<file path="config.mk">
export PLATFORM = sky130hd
export DESIGN_NAME = ftms_supervisor
export DESIGN_NICKNAME = d
export VERILOG_FILES = /design/src/hdl/ftms_pkg.sv /design/src/hdl/ftms_supervisor.sv
export VERILOG_INCLUDE_DIRS = /design/src /design/src/hdl
export SDC_FILE = /design/constraint.sdc
export NUM_CORES = 2
export LEC_CHECK = 0
export ABC_CLOCK_PERIOD_IN_PS = 48700
export BUFFER_PORTS_ARGS = -buffer_cell sky130_fd_sc_hd__buf_2
export CAP_MARGIN = 10
export CORE_AREA = 5 5 345 262
export CTS_CLUSTER_DIAMETER = 50
export DETAILED_ROUTE_END_ITERATION = 7
export DIE_AREA = 0 0 350 267
export PLACE_DENSITY_LB_ADDON = 0.12
export SLEW_MARGIN = 20
export SYNTH_ARGS = -nofsm -noshare
export SYNTH_HDL_FRONTEND = slang
export SYNTH_SLANG_ARGS = --single-unit
</file>
<file path="constraint.sdc">
create_clock -name aclk -period 48.7 [get_ports aclk]
set_input_delay 2.435 -clock aclk [delete_from_list [all_inputs] [get_ports aclk]]
set_output_delay 2.435 -clock aclk [all_outputs]
set_load 0.05 [all_outputs]
</file>
<file path="src/hdl/ftms_defines.svh">
// Offsets, field positions, reset values and timing counts of the supervisor
`ifndef FTMS_DEFINES_SVH
`define FTMS_DEFINES_SVH
`define FTMS_CLK_MHZ       100
`define FTMS_NREG          10
`define FTMS_OFF_CTRL      8'h00
`define FTMS_OFF_FLTCFG    8'h04
`define FTMS_OFF_TIMING    8'h08
`define FTMS_OFF_RETRY     8'h0c
`define FTMS_OFF_OVLIM     8'h10
`define FTMS_OFF_MGNHI     8'h14
`define FTMS_OFF_MGNLO     8'h18
`define FTMS_OFF_MGNRATE   8'h1c
`define FTMS_OFF_OTLIM     8'h20
`define FTMS_OFF_STATUS    8'h24
`define FTMS_RST_CTRL      32'h0000_0001
`define FTMS_RST_FLTCFG    32'h0000_0324
`define FTMS_RST_TIMING    32'h0008_0064
`define FTMS_RST_RETRY     32'h0000_0064
`define FTMS_RST_OVLIM     32'h0000_ffff
`define FTMS_RST_MGNRATE   32'h0000_0000
`define FTMS_RST_OTLIM     32'h0000_007d
`define FTMS_OT_HYST       8'h0f
`define FTMS_CTRL_ON       0
`define FTMS_CTRL_TRK      1
`define FTMS_CTRL_RATIO    2
`define FTMS_CTRL_SHARE    3
`define FTMS_CTRL_MGN      5:4
`define FTMS_FLT_OC        2:0
`define FTMS_FLT_OT        5:3
`define FTMS_FLT_OVLS      6
`define FTMS_FLT_RETRIES   11:8
`endif

</file>
<file path="src/hdl/ftms_pkg.sv">
// Types shared by the fault, tracking and margin supervisor
package ftms_pkg;
    typedef enum logic [6:0] {
        FTMS_IDLE  = 7'h01,
        FTMS_DLY   = 7'h02,
        FTMS_SMP   = 7'h04,
        FTMS_RAMP  = 7'h08,
        FTMS_REG   = 7'h10,
        FTMS_FWAIT = 7'h20,
        FTMS_LATCH = 7'h40
    } ftms_state_e;
    typedef enum logic [2:0] {
        FTMS_R_UNLIM = 3'h0,
        FTMS_R_COUNT = 3'h1,
        FTMS_R_DELAY = 3'h2,
        FTMS_R_CONT  = 3'h3,
        FTMS_R_IMMED = 3'h4
    } ftms_resp_e;
    typedef struct packed {
        logic hi_en;
        logic lo_en;
        logic lo_force;
    } ftms_drv_s;
    typedef logic [15:0] ftms_volt_t;
endpackage : ftms_pkg

</file>
<file path="src/hdl/ftms_supervisor.sv">
// Start-up, fault response, tracking and margin supervisor with AXI4-Lite registers
//
// How it works
// - Sample output voltage before any ramp
// - Low pre-bias: start target there, ramp up
// - Ramp ends after configured time regardless of start
// - High pre-bias: hold target at pre-bias level
// - After ramp assert good, move to target
// - Pre-bias above overvoltage limit: fault, no start
// - Overvoltage: shutdown with retries or low-side on
// - No pre-bias handling when sharing and tracking
// - Overcurrent offers five selectable responses
// - Default overcurrent: shut down, re-enable when clear
// - Thermal shutdown above limit, default 125 degrees
// - Thermal fault offers same five responses
// - Thermal restart only fifteen degrees below limit
// - Default thermal: shut down, re-enable when clear
// - Coincident tracking follows reference one to one
// - Ratiometric tracking follows half the reference
// - Tracking ignores own delay and ramp time
// - Margin pin or command raises or lowers output
// - Margins default five percent, capped plus ten
// - Margin limits, command, rate each bus writable
//
// The register addresses and the AXI4-Lite register port are this design's own decisions.
`timescale 1ns/1ps
`include "ftms_defines.svh"
module ftms_supervisor import ftms_pkg::*; (
    input  wire logic        aclk,
    input  wire logic        aresetn,
    input  wire logic        ce,
    input  wire logic [7:0]  s_axi_awaddr,
    input  wire logic        s_axi_awvalid,
    output logic             s_axi_awready,
    input  wire logic [31:0] s_axi_wdata,
    input  wire logic [3:0]  s_axi_wstrb,
    input  wire logic        s_axi_wvalid,
    output logic             s_axi_wready,
    output logic [1:0]       s_axi_bresp,
    output logic             s_axi_bvalid,
    input  wire logic        s_axi_bready,
    input  wire logic [7:0]  s_axi_araddr,
    input  wire logic        s_axi_arvalid,
    output logic             s_axi_arready,
    output logic [31:0]      s_axi_rdata,
    output logic [1:0]       s_axi_rresp,
    output logic             s_axi_rvalid,
    input  wire logic        s_axi_rready,
    input  wire logic        enable_pin,
    input  wire logic        margin_select_hi,
    input  wire logic        margin_select_lo,
    input  wire logic        oc_fault_pin,
    input  wire ftms_volt_t  nominal_setpoint,
    input  wire ftms_volt_t  vout_sample,
    input  wire ftms_volt_t  track_reference_input,
    input  wire logic [7:0]  die_temp,
    output ftms_volt_t       target_reg,
    output ftms_drv_s        drv,
    output logic             output_good
);
    // Pin synchronisers: stage 1 feeds stage 2 only
    logic [3:0]  pin_s1_reg;
    logic [3:0]  pin_s2_reg;
    logic [31:0] cfg_reg [`FTMS_NREG-1];    // Writable registers
    logic        mgn_hi_set_reg;            // Software wrote a high limit
    logic        mgn_lo_set_reg;            // Software wrote a low limit
    ftms_state_e st_reg;                    // Sequencer state
    logic [15:0] cnt_reg;                   // Delay, ramp and retry counter
    logic [15:0] persist_reg;               // Delayed-shutdown counter
    logic [15:0] rate_reg;                  // Margin slew divider
    ftms_volt_t  start_reg;                 // Sampled pre-bias
    logic        hold_reg;                  // Pre-bias above target
    logic [2:0]  src_reg;                   // Fault cause: ov, oc, ot
    logic [3:0]  left_reg;                  // Retries remaining
    // Awaited AXI halves
    logic        aw_reg;
    logic        w_reg;
    logic [7:0]  awa_reg;
    logic [31:0] wd_reg;
    logic [3:0]  ws_reg;

    always_ff @(posedge aclk) begin
        if (!aresetn) begin
            pin_s1_reg <= 4'h0;
            pin_s2_reg <= 4'h0;
        end else if (ce) begin
            pin_s1_reg <= {oc_fault_pin, margin_select_lo, margin_select_hi, enable_pin};
            pin_s2_reg <= pin_s1_reg;
        end
    end

    // Field views of the registers
    logic       on;
    logic       trk;
    logic       pb_ok;
    ftms_resp_e oc_resp;
    ftms_resp_e ot_resp;
    ftms_volt_t ov_lim;
    logic [7:0] ot_lim;
    logic [15:0] ramp_len;
    assign on      = pin_s2_reg[0] & cfg_reg[0][`FTMS_CTRL_ON];
    assign trk     = cfg_reg[0][`FTMS_CTRL_TRK];
    assign pb_ok   = !(trk && cfg_reg[0][`FTMS_CTRL_SHARE]);
    assign oc_resp = ftms_resp_e'(cfg_reg[1][`FTMS_FLT_OC]);
    assign ot_resp = ftms_resp_e'(cfg_reg[1][`FTMS_FLT_OT]);
    assign ov_lim  = cfg_reg[4][15:0];
    assign ot_lim  = cfg_reg[8][7:0];
    assign ramp_len = 16'h0001 << cfg_reg[2][19:16];

    // Margin goal; upper bound never passes nominal plus ten percent
    ftms_volt_t cap;
    ftms_volt_t hi_lim;
    ftms_volt_t lo_lim;
    ftms_volt_t goal;
    ftms_volt_t trk_goal;
    assign cap    = nominal_setpoint + nominal_setpoint / 16'd10;
    assign hi_lim = mgn_hi_set_reg ? cfg_reg[5][15:0]
                                   : nominal_setpoint + nominal_setpoint / 16'd20;
    assign lo_lim = mgn_lo_set_reg ? cfg_reg[6][15:0]
                                   : nominal_setpoint - nominal_setpoint / 16'd20;
    always_comb begin
        // Command overrides pin unless it says follow pin
        case (cfg_reg[0][`FTMS_CTRL_MGN])
            2'b01:   goal = nominal_setpoint;
            2'b10:   goal = lo_lim;
            2'b11:   goal = (hi_lim > cap) ? cap : hi_lim;
            default: begin
                if (pin_s2_reg[1])
                    goal = (hi_lim > cap) ? cap : hi_lim;
                else if (pin_s2_reg[2])
                    goal = lo_lim;
                else
                    goal = nominal_setpoint;
            end
        endcase
        if (goal > cap)
            goal = cap;
    end
    // Ratio of half stands in for the internal divider
    assign trk_goal = cfg_reg[0][`FTMS_CTRL_RATIO] ? (track_reference_input >> 1)
                                                   : track_reference_input;

    // Fault conditions and their clear tests
    logic ov_now;
    logic oc_now;
    logic ot_now;
    logic ot_clear;
    assign ov_now   = vout_sample > ov_lim;
    assign oc_now   = pin_s2_reg[3];
    assign ot_now   = die_temp > ot_lim;
    assign ot_clear = die_temp + `FTMS_OT_HYST < ot_lim;
    logic       flt_clear;
    ftms_resp_e cur_resp;
    always_comb begin
        // Response of the latched fault; overvoltage has three forms: unlimited, counted retries, immediate
        if (src_reg[2])
            cur_resp = ot_resp;
        else if (src_reg[1])
            cur_resp = oc_resp;
        else if (cfg_reg[1][`FTMS_FLT_OVLS])
            cur_resp = FTMS_R_UNLIM;
        else if (cfg_reg[1][`FTMS_FLT_RETRIES] != 4'h0)
            cur_resp = FTMS_R_COUNT;
        else
            cur_resp = FTMS_R_IMMED;
        flt_clear = !(src_reg[0] && ov_now) && !(src_reg[1] && oc_now)
                    && !(src_reg[2] && !ot_clear);
    end
    // Faults that shut down now versus those that are tolerated
    logic oc_stop;
    logic ot_stop;
    logic ov_stop;
    logic persist;
    assign oc_stop = oc_now && oc_resp != FTMS_R_CONT && oc_resp != FTMS_R_DELAY;
    assign ot_stop = ot_now && ot_resp != FTMS_R_CONT && ot_resp != FTMS_R_DELAY;
    assign ov_stop = ov_now && st_reg == FTMS_REG;
    assign persist = (oc_now && oc_resp == FTMS_R_DELAY) || (ot_now && ot_resp == FTMS_R_DELAY);

    // Ramp interpolation keeps total ramp time fixed for any start
    logic [31:0] prod;
    assign prod = (32'(goal - start_reg) * 32'(cnt_reg)) >> cfg_reg[2][19:16];

    // Sequencer
    always_ff @(posedge aclk) begin
        if (!aresetn) begin
            st_reg    <= FTMS_IDLE;
            cnt_reg   <= 16'h0000;
            start_reg <= 16'h0000;
            hold_reg  <= 1'b0;
            src_reg   <= 3'h0;
            left_reg  <= 4'h0;
        end else if (ce) begin
            cnt_reg <= cnt_reg + 16'h0001;
            if (!on && st_reg != FTMS_IDLE) begin
                st_reg <= FTMS_IDLE; // Enable drop ends any state, latch included
            end else begin
                case (st_reg)
                    FTMS_IDLE: begin
                        left_reg <= cfg_reg[1][`FTMS_FLT_RETRIES];
                        src_reg  <= 3'h0;
                        cnt_reg  <= 16'h0000;
                        if (on)
                            st_reg <= trk ? FTMS_SMP : FTMS_DLY;
                    end
                    FTMS_DLY: begin
                        if (cnt_reg >= cfg_reg[2][15:0])
                            st_reg <= FTMS_SMP;
                    end
                    FTMS_SMP: begin
                        // Output sampled only here, before any ramp
                        cnt_reg   <= 16'h0000;
                        start_reg <= pb_ok ? vout_sample : 16'h0000;
                        hold_reg  <= pb_ok && !trk && vout_sample >= goal;
                        if (pb_ok && ov_now) begin
                            src_reg <= 3'b001;
                            st_reg  <= FTMS_FWAIT;
                        end else begin
                            st_reg <= FTMS_RAMP;
                        end
                    end
                    FTMS_RAMP: begin
                        if (oc_stop || ot_stop) begin
                            src_reg <= {ot_stop, oc_stop, 1'b0};
                            st_reg  <= FTMS_FWAIT;
                            cnt_reg <= 16'h0000;
                        end else if (trk ? trk_goal >= goal : cnt_reg >= ramp_len)
                            st_reg <= FTMS_REG;
                    end
                    FTMS_REG: begin
                        cnt_reg <= 16'h0000;
                        if (ov_stop || oc_stop || ot_stop) begin
                            src_reg <= {ot_stop, oc_stop, ov_stop};
                            st_reg  <= FTMS_FWAIT;
                        end else if (persist && persist_reg >= cfg_reg[3][15:0])
                            st_reg <= FTMS_LATCH;
                    end
                    FTMS_FWAIT: begin
                        if (cur_resp == FTMS_R_IMMED) begin
                            if (flt_clear)
                                st_reg <= FTMS_SMP;
                        end else if (cnt_reg >= cfg_reg[3][15:0]) begin
                            cnt_reg <= 16'h0000;
                            if (cur_resp == FTMS_R_COUNT && left_reg == 4'h0)
                                st_reg <= FTMS_LATCH;
                            else begin
                                if (cur_resp == FTMS_R_COUNT)
                                    left_reg <= left_reg - 4'h1;
                                if (flt_clear)
                                    st_reg <= FTMS_SMP;
                            end
                        end
                    end
                    FTMS_LATCH: st_reg <= FTMS_LATCH; // Held until enable drops
                    default:    st_reg <= FTMS_IDLE;
                endcase
            end
        end
    end

    // Fault persistence timer for delayed shutdown
    always_ff @(posedge aclk) begin
        if (!aresetn)
            persist_reg <= 16'h0000;
        else if (ce)
            persist_reg <= (persist && st_reg == FTMS_REG) ? persist_reg + 16'h0001 : 16'h0000;
    end

    // Working target; slews to the goal once in regulation unless tracking, where it follows the reference clamped at the goal
    always_ff @(posedge aclk) begin
        if (!aresetn) begin
            target_reg <= 16'h0000;
            rate_reg   <= 16'h0000;
        end else if (ce) begin
            rate_reg <= rate_reg + 16'h0001;
            if (st_reg == FTMS_SMP)
                target_reg <= pb_ok ? vout_sample : 16'h0000;
            else if (trk && (st_reg == FTMS_RAMP || st_reg == FTMS_REG))
                target_reg <= (trk_goal > goal) ? goal : trk_goal;
            else if (st_reg == FTMS_RAMP && !hold_reg)
                target_reg <= start_reg + prod[15:0];
            else if (st_reg == FTMS_REG && rate_reg >= cfg_reg[7][15:0]) begin
                // One code per step gives a rate set independent of margin size
                rate_reg <= 16'h0000;
                if (target_reg < goal)
                    target_reg <= target_reg + 16'h0001;
                else if (target_reg > goal)
                    target_reg <= target_reg - 16'h0001;
            end
        end
    end

    // Drivers run in ramp and regulation; low side forced on in ov wait only when the low-side (OVLS) bit is set
    always_comb begin
        drv.hi_en    = st_reg == FTMS_RAMP || st_reg == FTMS_REG;
        drv.lo_en    = drv.hi_en;
        drv.lo_force = st_reg == FTMS_FWAIT && src_reg[0] && cfg_reg[1][`FTMS_FLT_OVLS];
    end
    assign output_good = st_reg == FTMS_REG && !ov_now;

    // AXI4-Lite write side; address and data may come in either order
    logic [7:0] wa;
    logic       do_wr;
    logic [3:0] widx;
    assign wa    = aw_reg ? awa_reg : s_axi_awaddr;
    assign do_wr = (aw_reg || s_axi_awvalid) && (w_reg || s_axi_wvalid) && !s_axi_bvalid;
    assign widx  = wa[5:2];
    assign s_axi_awready = !aw_reg && !s_axi_bvalid;
    assign s_axi_wready  = !w_reg && !s_axi_bvalid;
    always_ff @(posedge aclk) begin
        if (!aresetn) begin
            aw_reg       <= 1'b0;
            w_reg        <= 1'b0;
            awa_reg      <= 8'h00;
            wd_reg       <= 32'h0000_0000;
            ws_reg       <= 4'h0;
            s_axi_bvalid <= 1'b0;
            s_axi_bresp  <= 2'b00;
        end else if (ce) begin
            if (s_axi_awvalid && s_axi_awready) begin
                aw_reg  <= 1'b1;
                awa_reg <= s_axi_awaddr;
            end
            if (s_axi_wvalid && s_axi_wready) begin
                w_reg  <= 1'b1;
                wd_reg <= s_axi_wdata;
                ws_reg <= s_axi_wstrb;
            end
            if (do_wr) begin
                aw_reg       <= 1'b0;
                w_reg        <= 1'b0;
                s_axi_bvalid <= 1'b1;
                s_axi_bresp  <= (widx < 4'(`FTMS_NREG - 1) && wa[1:0] == 2'b00) ? 2'b00 : 2'b10;
            end else if (s_axi_bready)
                s_axi_bvalid <= 1'b0;
        end
    end

    // Register array with byte strobes; margin writes mark a user limit
    logic [31:0] wdat;
    logic [3:0]  wstb;
    assign wdat = w_reg ? wd_reg : s_axi_wdata;
    assign wstb = w_reg ? ws_reg : s_axi_wstrb;
    for (genvar g = 0; g < `FTMS_NREG - 1; g++) begin : g_cfg
        localparam logic [31:0] RSTV = (g == 0) ? `FTMS_RST_CTRL   : (g == 1) ? `FTMS_RST_FLTCFG :
                                       (g == 2) ? `FTMS_RST_TIMING : (g == 3) ? `FTMS_RST_RETRY  :
                                       (g == 4) ? `FTMS_RST_OVLIM  : (g == 7) ? `FTMS_RST_MGNRATE :
                                       (g == 8) ? `FTMS_RST_OTLIM  : 32'h0000_0000;
        always_ff @(posedge aclk) begin
            if (!aresetn)
                cfg_reg[g] <= RSTV;
            else if (ce && do_wr && widx == 4'(g) && wa[1:0] == 2'b00) begin
                for (int b = 0; b < 4; b++) begin
                    if (wstb[b])
                        cfg_reg[g][b*8 +: 8] <= wdat[b*8 +: 8];
                end
            end
        end
    end
    always_ff @(posedge aclk) begin
        if (!aresetn) begin
            mgn_hi_set_reg <= 1'b0;
            mgn_lo_set_reg <= 1'b0;
        end else if (ce && do_wr) begin
            if (wa == `FTMS_OFF_MGNHI)
                mgn_hi_set_reg <= 1'b1;
            if (wa == `FTMS_OFF_MGNLO)
                mgn_lo_set_reg <= 1'b1;
        end
    end

    // Read side; status word shows sequencer state and fault cause
    logic [31:0] rmux;
    logic        rok;
    always_comb begin
        rmux = 32'h0000_0000;
        rok  = 1'b1;
        if (s_axi_araddr == `FTMS_OFF_STATUS)
            rmux = {16'h0000, left_reg, 1'b0, src_reg, output_good, st_reg};
        else if (s_axi_araddr[7:2] < 6'(`FTMS_NREG - 1) && s_axi_araddr[1:0] == 2'b00)
            rmux = cfg_reg[s_axi_araddr[5:2]];
        else
            rok = 1'b0;
    end
    assign s_axi_arready = !s_axi_rvalid;
    always_ff @(posedge aclk) begin
        if (!aresetn) begin
            s_axi_rvalid <= 1'b0;
            s_axi_rdata  <= 32'h0000_0000;
            s_axi_rresp  <= 2'b00;
        end else if (ce) begin
            if (s_axi_arvalid && s_axi_arready) begin
                s_axi_rvalid <= 1'b1;
                s_axi_rdata  <= rmux;
                s_axi_rresp  <= rok ? 2'b00 : 2'b10;
            end else if (s_axi_rready)
                s_axi_rvalid <= 1'b0;
        end
    end
endmodule : ftms_supervisor

</file>
==> impl_summary.txt <==
----------------------------------------------------
[Clocking]
  TritonCTS clock tree ... done
  Max clock buf depth ... 3
  Clock buffers created by TritonCTS ... a little under 50
  Post-CTS resize count ... 0
  Setup Fix Bufs, Post-CTS ... 0
  Clock insertion delay at the later pin of the skew report ... 0.63 ns
  Clock-pin slew of the registers on the worst-case setup and hold paths ... about 0.07 ns
  Number of levels in the clock H-tree ... 2
  Hold buffer count at cts ... 0
  Clock Tree Root ... sky130_fd_sc_hd__clkbuf_16
  Sink Count ... about 480

[Drt]
  Routed len/inst ... between 20 and 25 um
  Router iterations before antenna repair ... 6
  Antenna Nets Post-Route ... 0
  Drt via density ... 6.00
  DR iter-0 viols ... slightly above 4000
  Post-detailed-route DRC marker count ... 0
  DRT Wirelength ... 138000 um
  Total via count after detailed routing ... about 36000

[STA]
  Worst Max-Slew Pin Slew ... 1.11 ns
  Headroom to the max-slew limit ... 25.0%
  Total count of hold-check failures in the final report ... 0
  Final setup violation count ... 0
  Setup repair after global routing missed its margin ... no
  Time the final worst path needs with I/O delays and setup ... 26.35 ns
  Worst Skew ... 0.0474 ns
  Achievable clock frequency ... 38.0 MHz
  Setup TNS ... 0 ns
  Post-route clock period utilization ... 54.1%
  Final Max Slew Viols ... 0

[Global route]
  Layer carrying the most global-route usage ... met1
  Total global routing overflow ... 0
  Number of global-route vias before repair ... 33748
  Largest net degree at the start of global routing ... 67
  GRT Resource Usage Total ... between 20% and 30%
  Global routing usage on met2 ... 41.0%
  Initial antenna violation count ... 1
  Met1 track utilization from global routing ... between 40 and 50%
  Global-route wire length before repair ... 209000 um
  Met3 Use GR ... about 6%

[Floorplan]
  Initial cell density of the core ... 49.4%
  Core footprint ... 86900 um^2
  Die Ht ... 267 um
  Count of boundary I/O pins ... 181
  Floorplan die width ... 350 um
  Area enclosed by the die boundary ... 93500 um^2
  FP Rows ... 94

[Critical path]
  Signal arrival time at the worst endpoint ... 26.83 ns
  RR Startpoint ... mgn_hi_set_reg$_SDFFE_PN0P_
  Most prevalent standard cell on the critical path ... sky130_fd_sc_hd__a21oi_1
  Biggest cell delay along the critical path ... 0.82 ns
  R2R cell count ... 77
  Slowest cell on the critical path ... sky130_fd_sc_hd__o311ai_2
  Setup slack, reg-to-reg ... 30.65 ns
  Crit path max fanout ... 23
  Startpoint kind of the worst setup timing path ... primary input
  Data required time of the worst path ... roughly 49 ns
  Critical path start-end classification ... in2reg
  Reg-to-reg endpoint ... target_reg[15]$_SDFFE_PN0P_
  Kind of end point of the critical path ... register
  Critical path startpoint ... nominal_setpoint[12]

[Pwr]
  Switching part of the total ... 40.1%
  Static power due to leakage ... between 15 and 20 nW
  Internal power ... 0.000885 W
  Maximum vdd drop ... 0.0000516 V
  Sum of internal, switching and leakage power ... 0.00148 W
  Clock Power Share ... 28.5%
  Switching pwr ... 0.000592 W
  Ratio of total power to cell area ... 31.5 nW/um^2
  Part of the total power dissipated in combinational logic ... 41.2%
  Share of total power in sequential cells ... 30.3%

[Logic synthesis]
  Main area contributors after synthesis ... sky130_fd_sc_hd__edfxtp_1 20%, sky130_fd_sc_hd__fa_1 12%, sky130_fd_sc_hd__ha_1 11%, sky130_fd_sc_hd__dfxtp_1 8.7%, sky130_fd_sc_hd__nand2_1 5.1%
  Number of warnings printed during yosys synthesis ... 0
  Async SR Flop Fraction ... 0%
  Cell type contributing the most total cell area after synthesis ... sky130_fd_sc_hd__edfxtp_1
  Commonest cells post-synth ... 579 x sky130_fd_sc_hd__nand2_1, 550 x sky130_fd_sc_hd__nor2_1, 467 x sky130_fd_sc_hd__inv_1, 364 x sky130_fd_sc_hd__ha_1, 288 x sky130_fd_sc_hd__edfxtp_1
  Number of enable flip-flop cells after synthesis ... approximately 290
  Cell area after technology mapping ... 42900 um^2
  Post-Syn Area per Cell ... 9.06 um^2
  Post-Syn Instances ... 4740
  Part of the Yosys area used for sequential elements ... 28.9%
  Leading cell type by number of instances after synthesis ... sky130_fd_sc_hd__nand2_1
  Area share of the leading cell type in the synthesized netlist ... between 20% and 30%
  Number of synthesized register bits ... 475
  Distinct cells, synth ... 99
  Main flop type after synthesis ... sky130_fd_sc_hd__edfxtp_1

[Place]
  HPWL after detailed placement ... approximately 110000 um
  Weighted congestion at the end of routability-driven global placement ... between 0.9 and 1
  Total placed instance area ... 45200 um^2
  Number of buffer cells added on primary ports ... 178

[Layout]
  Final non-filler cell area ... around 47000 um^2
  Layout cells sized above 1 ... between 10% and 20%
  Area Growth Syn to Fin ... 9.39%
  Layout net count ... 5595
  Area of the multi-input gates ... 28000 um^2
  Number of inserted filler cells in the final layout ... ~8000
  Max FFs per register ... 288
  Sequential Area ... 12400 um^2

[Hold path]
  Worst hold path endpoint ... wd_reg[3]$_SDFFE_PN0P_
  Hold Crit Depth ... 2
  Worst Hold Launch ... wd_reg[3]$_SDFFE_PN0P_
  Type of the worst min-delay path ... reg2reg

[Status]
  Outcome ... finished clean

[Flow run]
  Number of violations of the max-capacitance limit ... 0

----------------------------------------------------
cells by family (layout without fill, tap and decap cells):
| group | Yosys count | in the layout | share of synthesized area (%) |
|---|---|---|---|
| compound gates | 939 | 939 | 14.2 |
| simple gates | 1579 | 1579 | 16.2 |
| buf+inv | 691 | 836 | 6.12 |
| fa+ha+maj | 633 | 633 | 23.1 |
| xor+xnor | 172 | 172 | 3.54 |
| mux | 250 | 250 | 7.97 |
| flops | 475 | 475 | 28.9 |
| other cells | 1 | 3 | 0.00874 |
stage by stage:
stage,util [%],cells,setup slack [ns],hold slack [ns]
after floorplan,-,4741,25.26,0.436
after global placement,52.0,5946,22.65,0.441
after detailed placement,52.0,5946,22.24,0.446
after CTS,54.0,6037,22.80,0.455
after global routing,54.0,6038,20.66,0.473
final,54.0,6039,22.35,0.454
power groups by stage:
stage,Sequential (W),Clock [W],Combinational [W]
global placement,0.000455,0,0.000591
floorplan,0.000454,0,0.000390
finish,0.000447,0.000421,0.000609
global route,0.000448,0.000441,0.000663
detailed placement,0.000456,0,0.000593
CTS,0.000447,0.000424,0.000597
metal layers:
layer / wire length, um / vias to the layer above
met5: 0 / -
met2: 56200 / 1736
li1: - / 16617
met4: 2630 / 0
met1: 64500 / 17702
met3: 14400 / 165
worst max path at each step:
| stage | cells past startpoint | slack (ns) | end |
|---|---|---|---|
| floorplan | 99 | 25.26 | target_reg[15]$_SDFFE_PN0P_ |
| global placement | 100 | 22.65 | target_reg[15]$_SDFFE_PN0P_ |
| detailed placement | 99 | 22.24 | target_reg[15]$_SDFFE_PN0P_ |
| CTS | 99 | 22.80 | target_reg[15]$_SDFFE_PN0P_ |
| global route | 98 | 20.66 | target_reg[15]$_SDFFE_PN0P_ |
| finish | 99 | 22.35 | target_reg[15]$_SDFFE_PN0P_ |
cells in the final DEF (no fill, tap or decap), types with 13 or more instances in the layout:
master and count:
sky130_fd_sc_hd__or3_1 17, sky130_fd_sc_hd__nand4_1 34, sky130_fd_sc_hd__o21bai_1 31, sky130_fd_sc_hd__a31oi_1 16
sky130_fd_sc_hd__buf_4 93, sky130_fd_sc_hd__nand2b_1 40, sky130_fd_sc_hd__a211oi_1 32, sky130_fd_sc_hd__nor3_1 59
sky130_fd_sc_hd__a22oi_1 22, sky130_fd_sc_hd__nor2_1 546, sky130_fd_sc_hd__a211o_1 13, sky130_fd_sc_hd__inv_1 467
sky130_fd_sc_hd__o21ai_0 202, sky130_fd_sc_hd__nand2_1 579, sky130_fd_sc_hd__clkbuf_16 49, sky130_fd_sc_hd__fa_1 265
sky130_fd_sc_hd__mux2i_1 146, sky130_fd_sc_hd__nor2b_1 46, sky130_fd_sc_hd__edfxtp_1 288, sky130_fd_sc_hd__nor4_1 13
sky130_fd_sc_hd__and2_1 95, sky130_fd_sc_hd__mux2_2 29, sky130_fd_sc_hd__dfxtp_1 186, sky130_fd_sc_hd__o211ai_1 27
sky130_fd_sc_hd__mux4_2 70, sky130_fd_sc_hd__o21ai_1 20, sky130_fd_sc_hd__a21oi_1 261, sky130_fd_sc_hd__nand3_1 76
sky130_fd_sc_hd__buf_2 176, sky130_fd_sc_hd__ha_1 364, sky130_fd_sc_hd__o31ai_1 18, sky130_fd_sc_hd__a221oi_1 26
sky130_fd_sc_hd__and3_1 21, sky130_fd_sc_hd__a21o_1 95, sky130_fd_sc_hd__xor2_1 56, sky130_fd_sc_hd__o21a_1 32
sky130_fd_sc_hd__xnor2_1 114
layout make-up:
class,count,area share [%]
Antenna cell,1,0.00533
Clock buffer,52,2.66
Clock inverter,39,1.10
Multi-Input combinational cell,3575,59.6
Timing Repair Buffer,270,3.38
Sequential cell,475,26.4
Tap cell,1152,3.07
Inverter,475,3.81
worst max-delay path, delay by kind of cell:
kind / cells / cell delay (ns)
and+or+nand+nor: 13 / 2.45
buffers and inverters: 7 / 0.97
adders and majority gates: 14 / 5.62
AOI/OAI and AO/OA: 57 / 13.69
muxes: 4 / 0.97
xor gates and xnor gates: 4 / 0.68
Note: power is estimated with default switching activity, not from simulation.
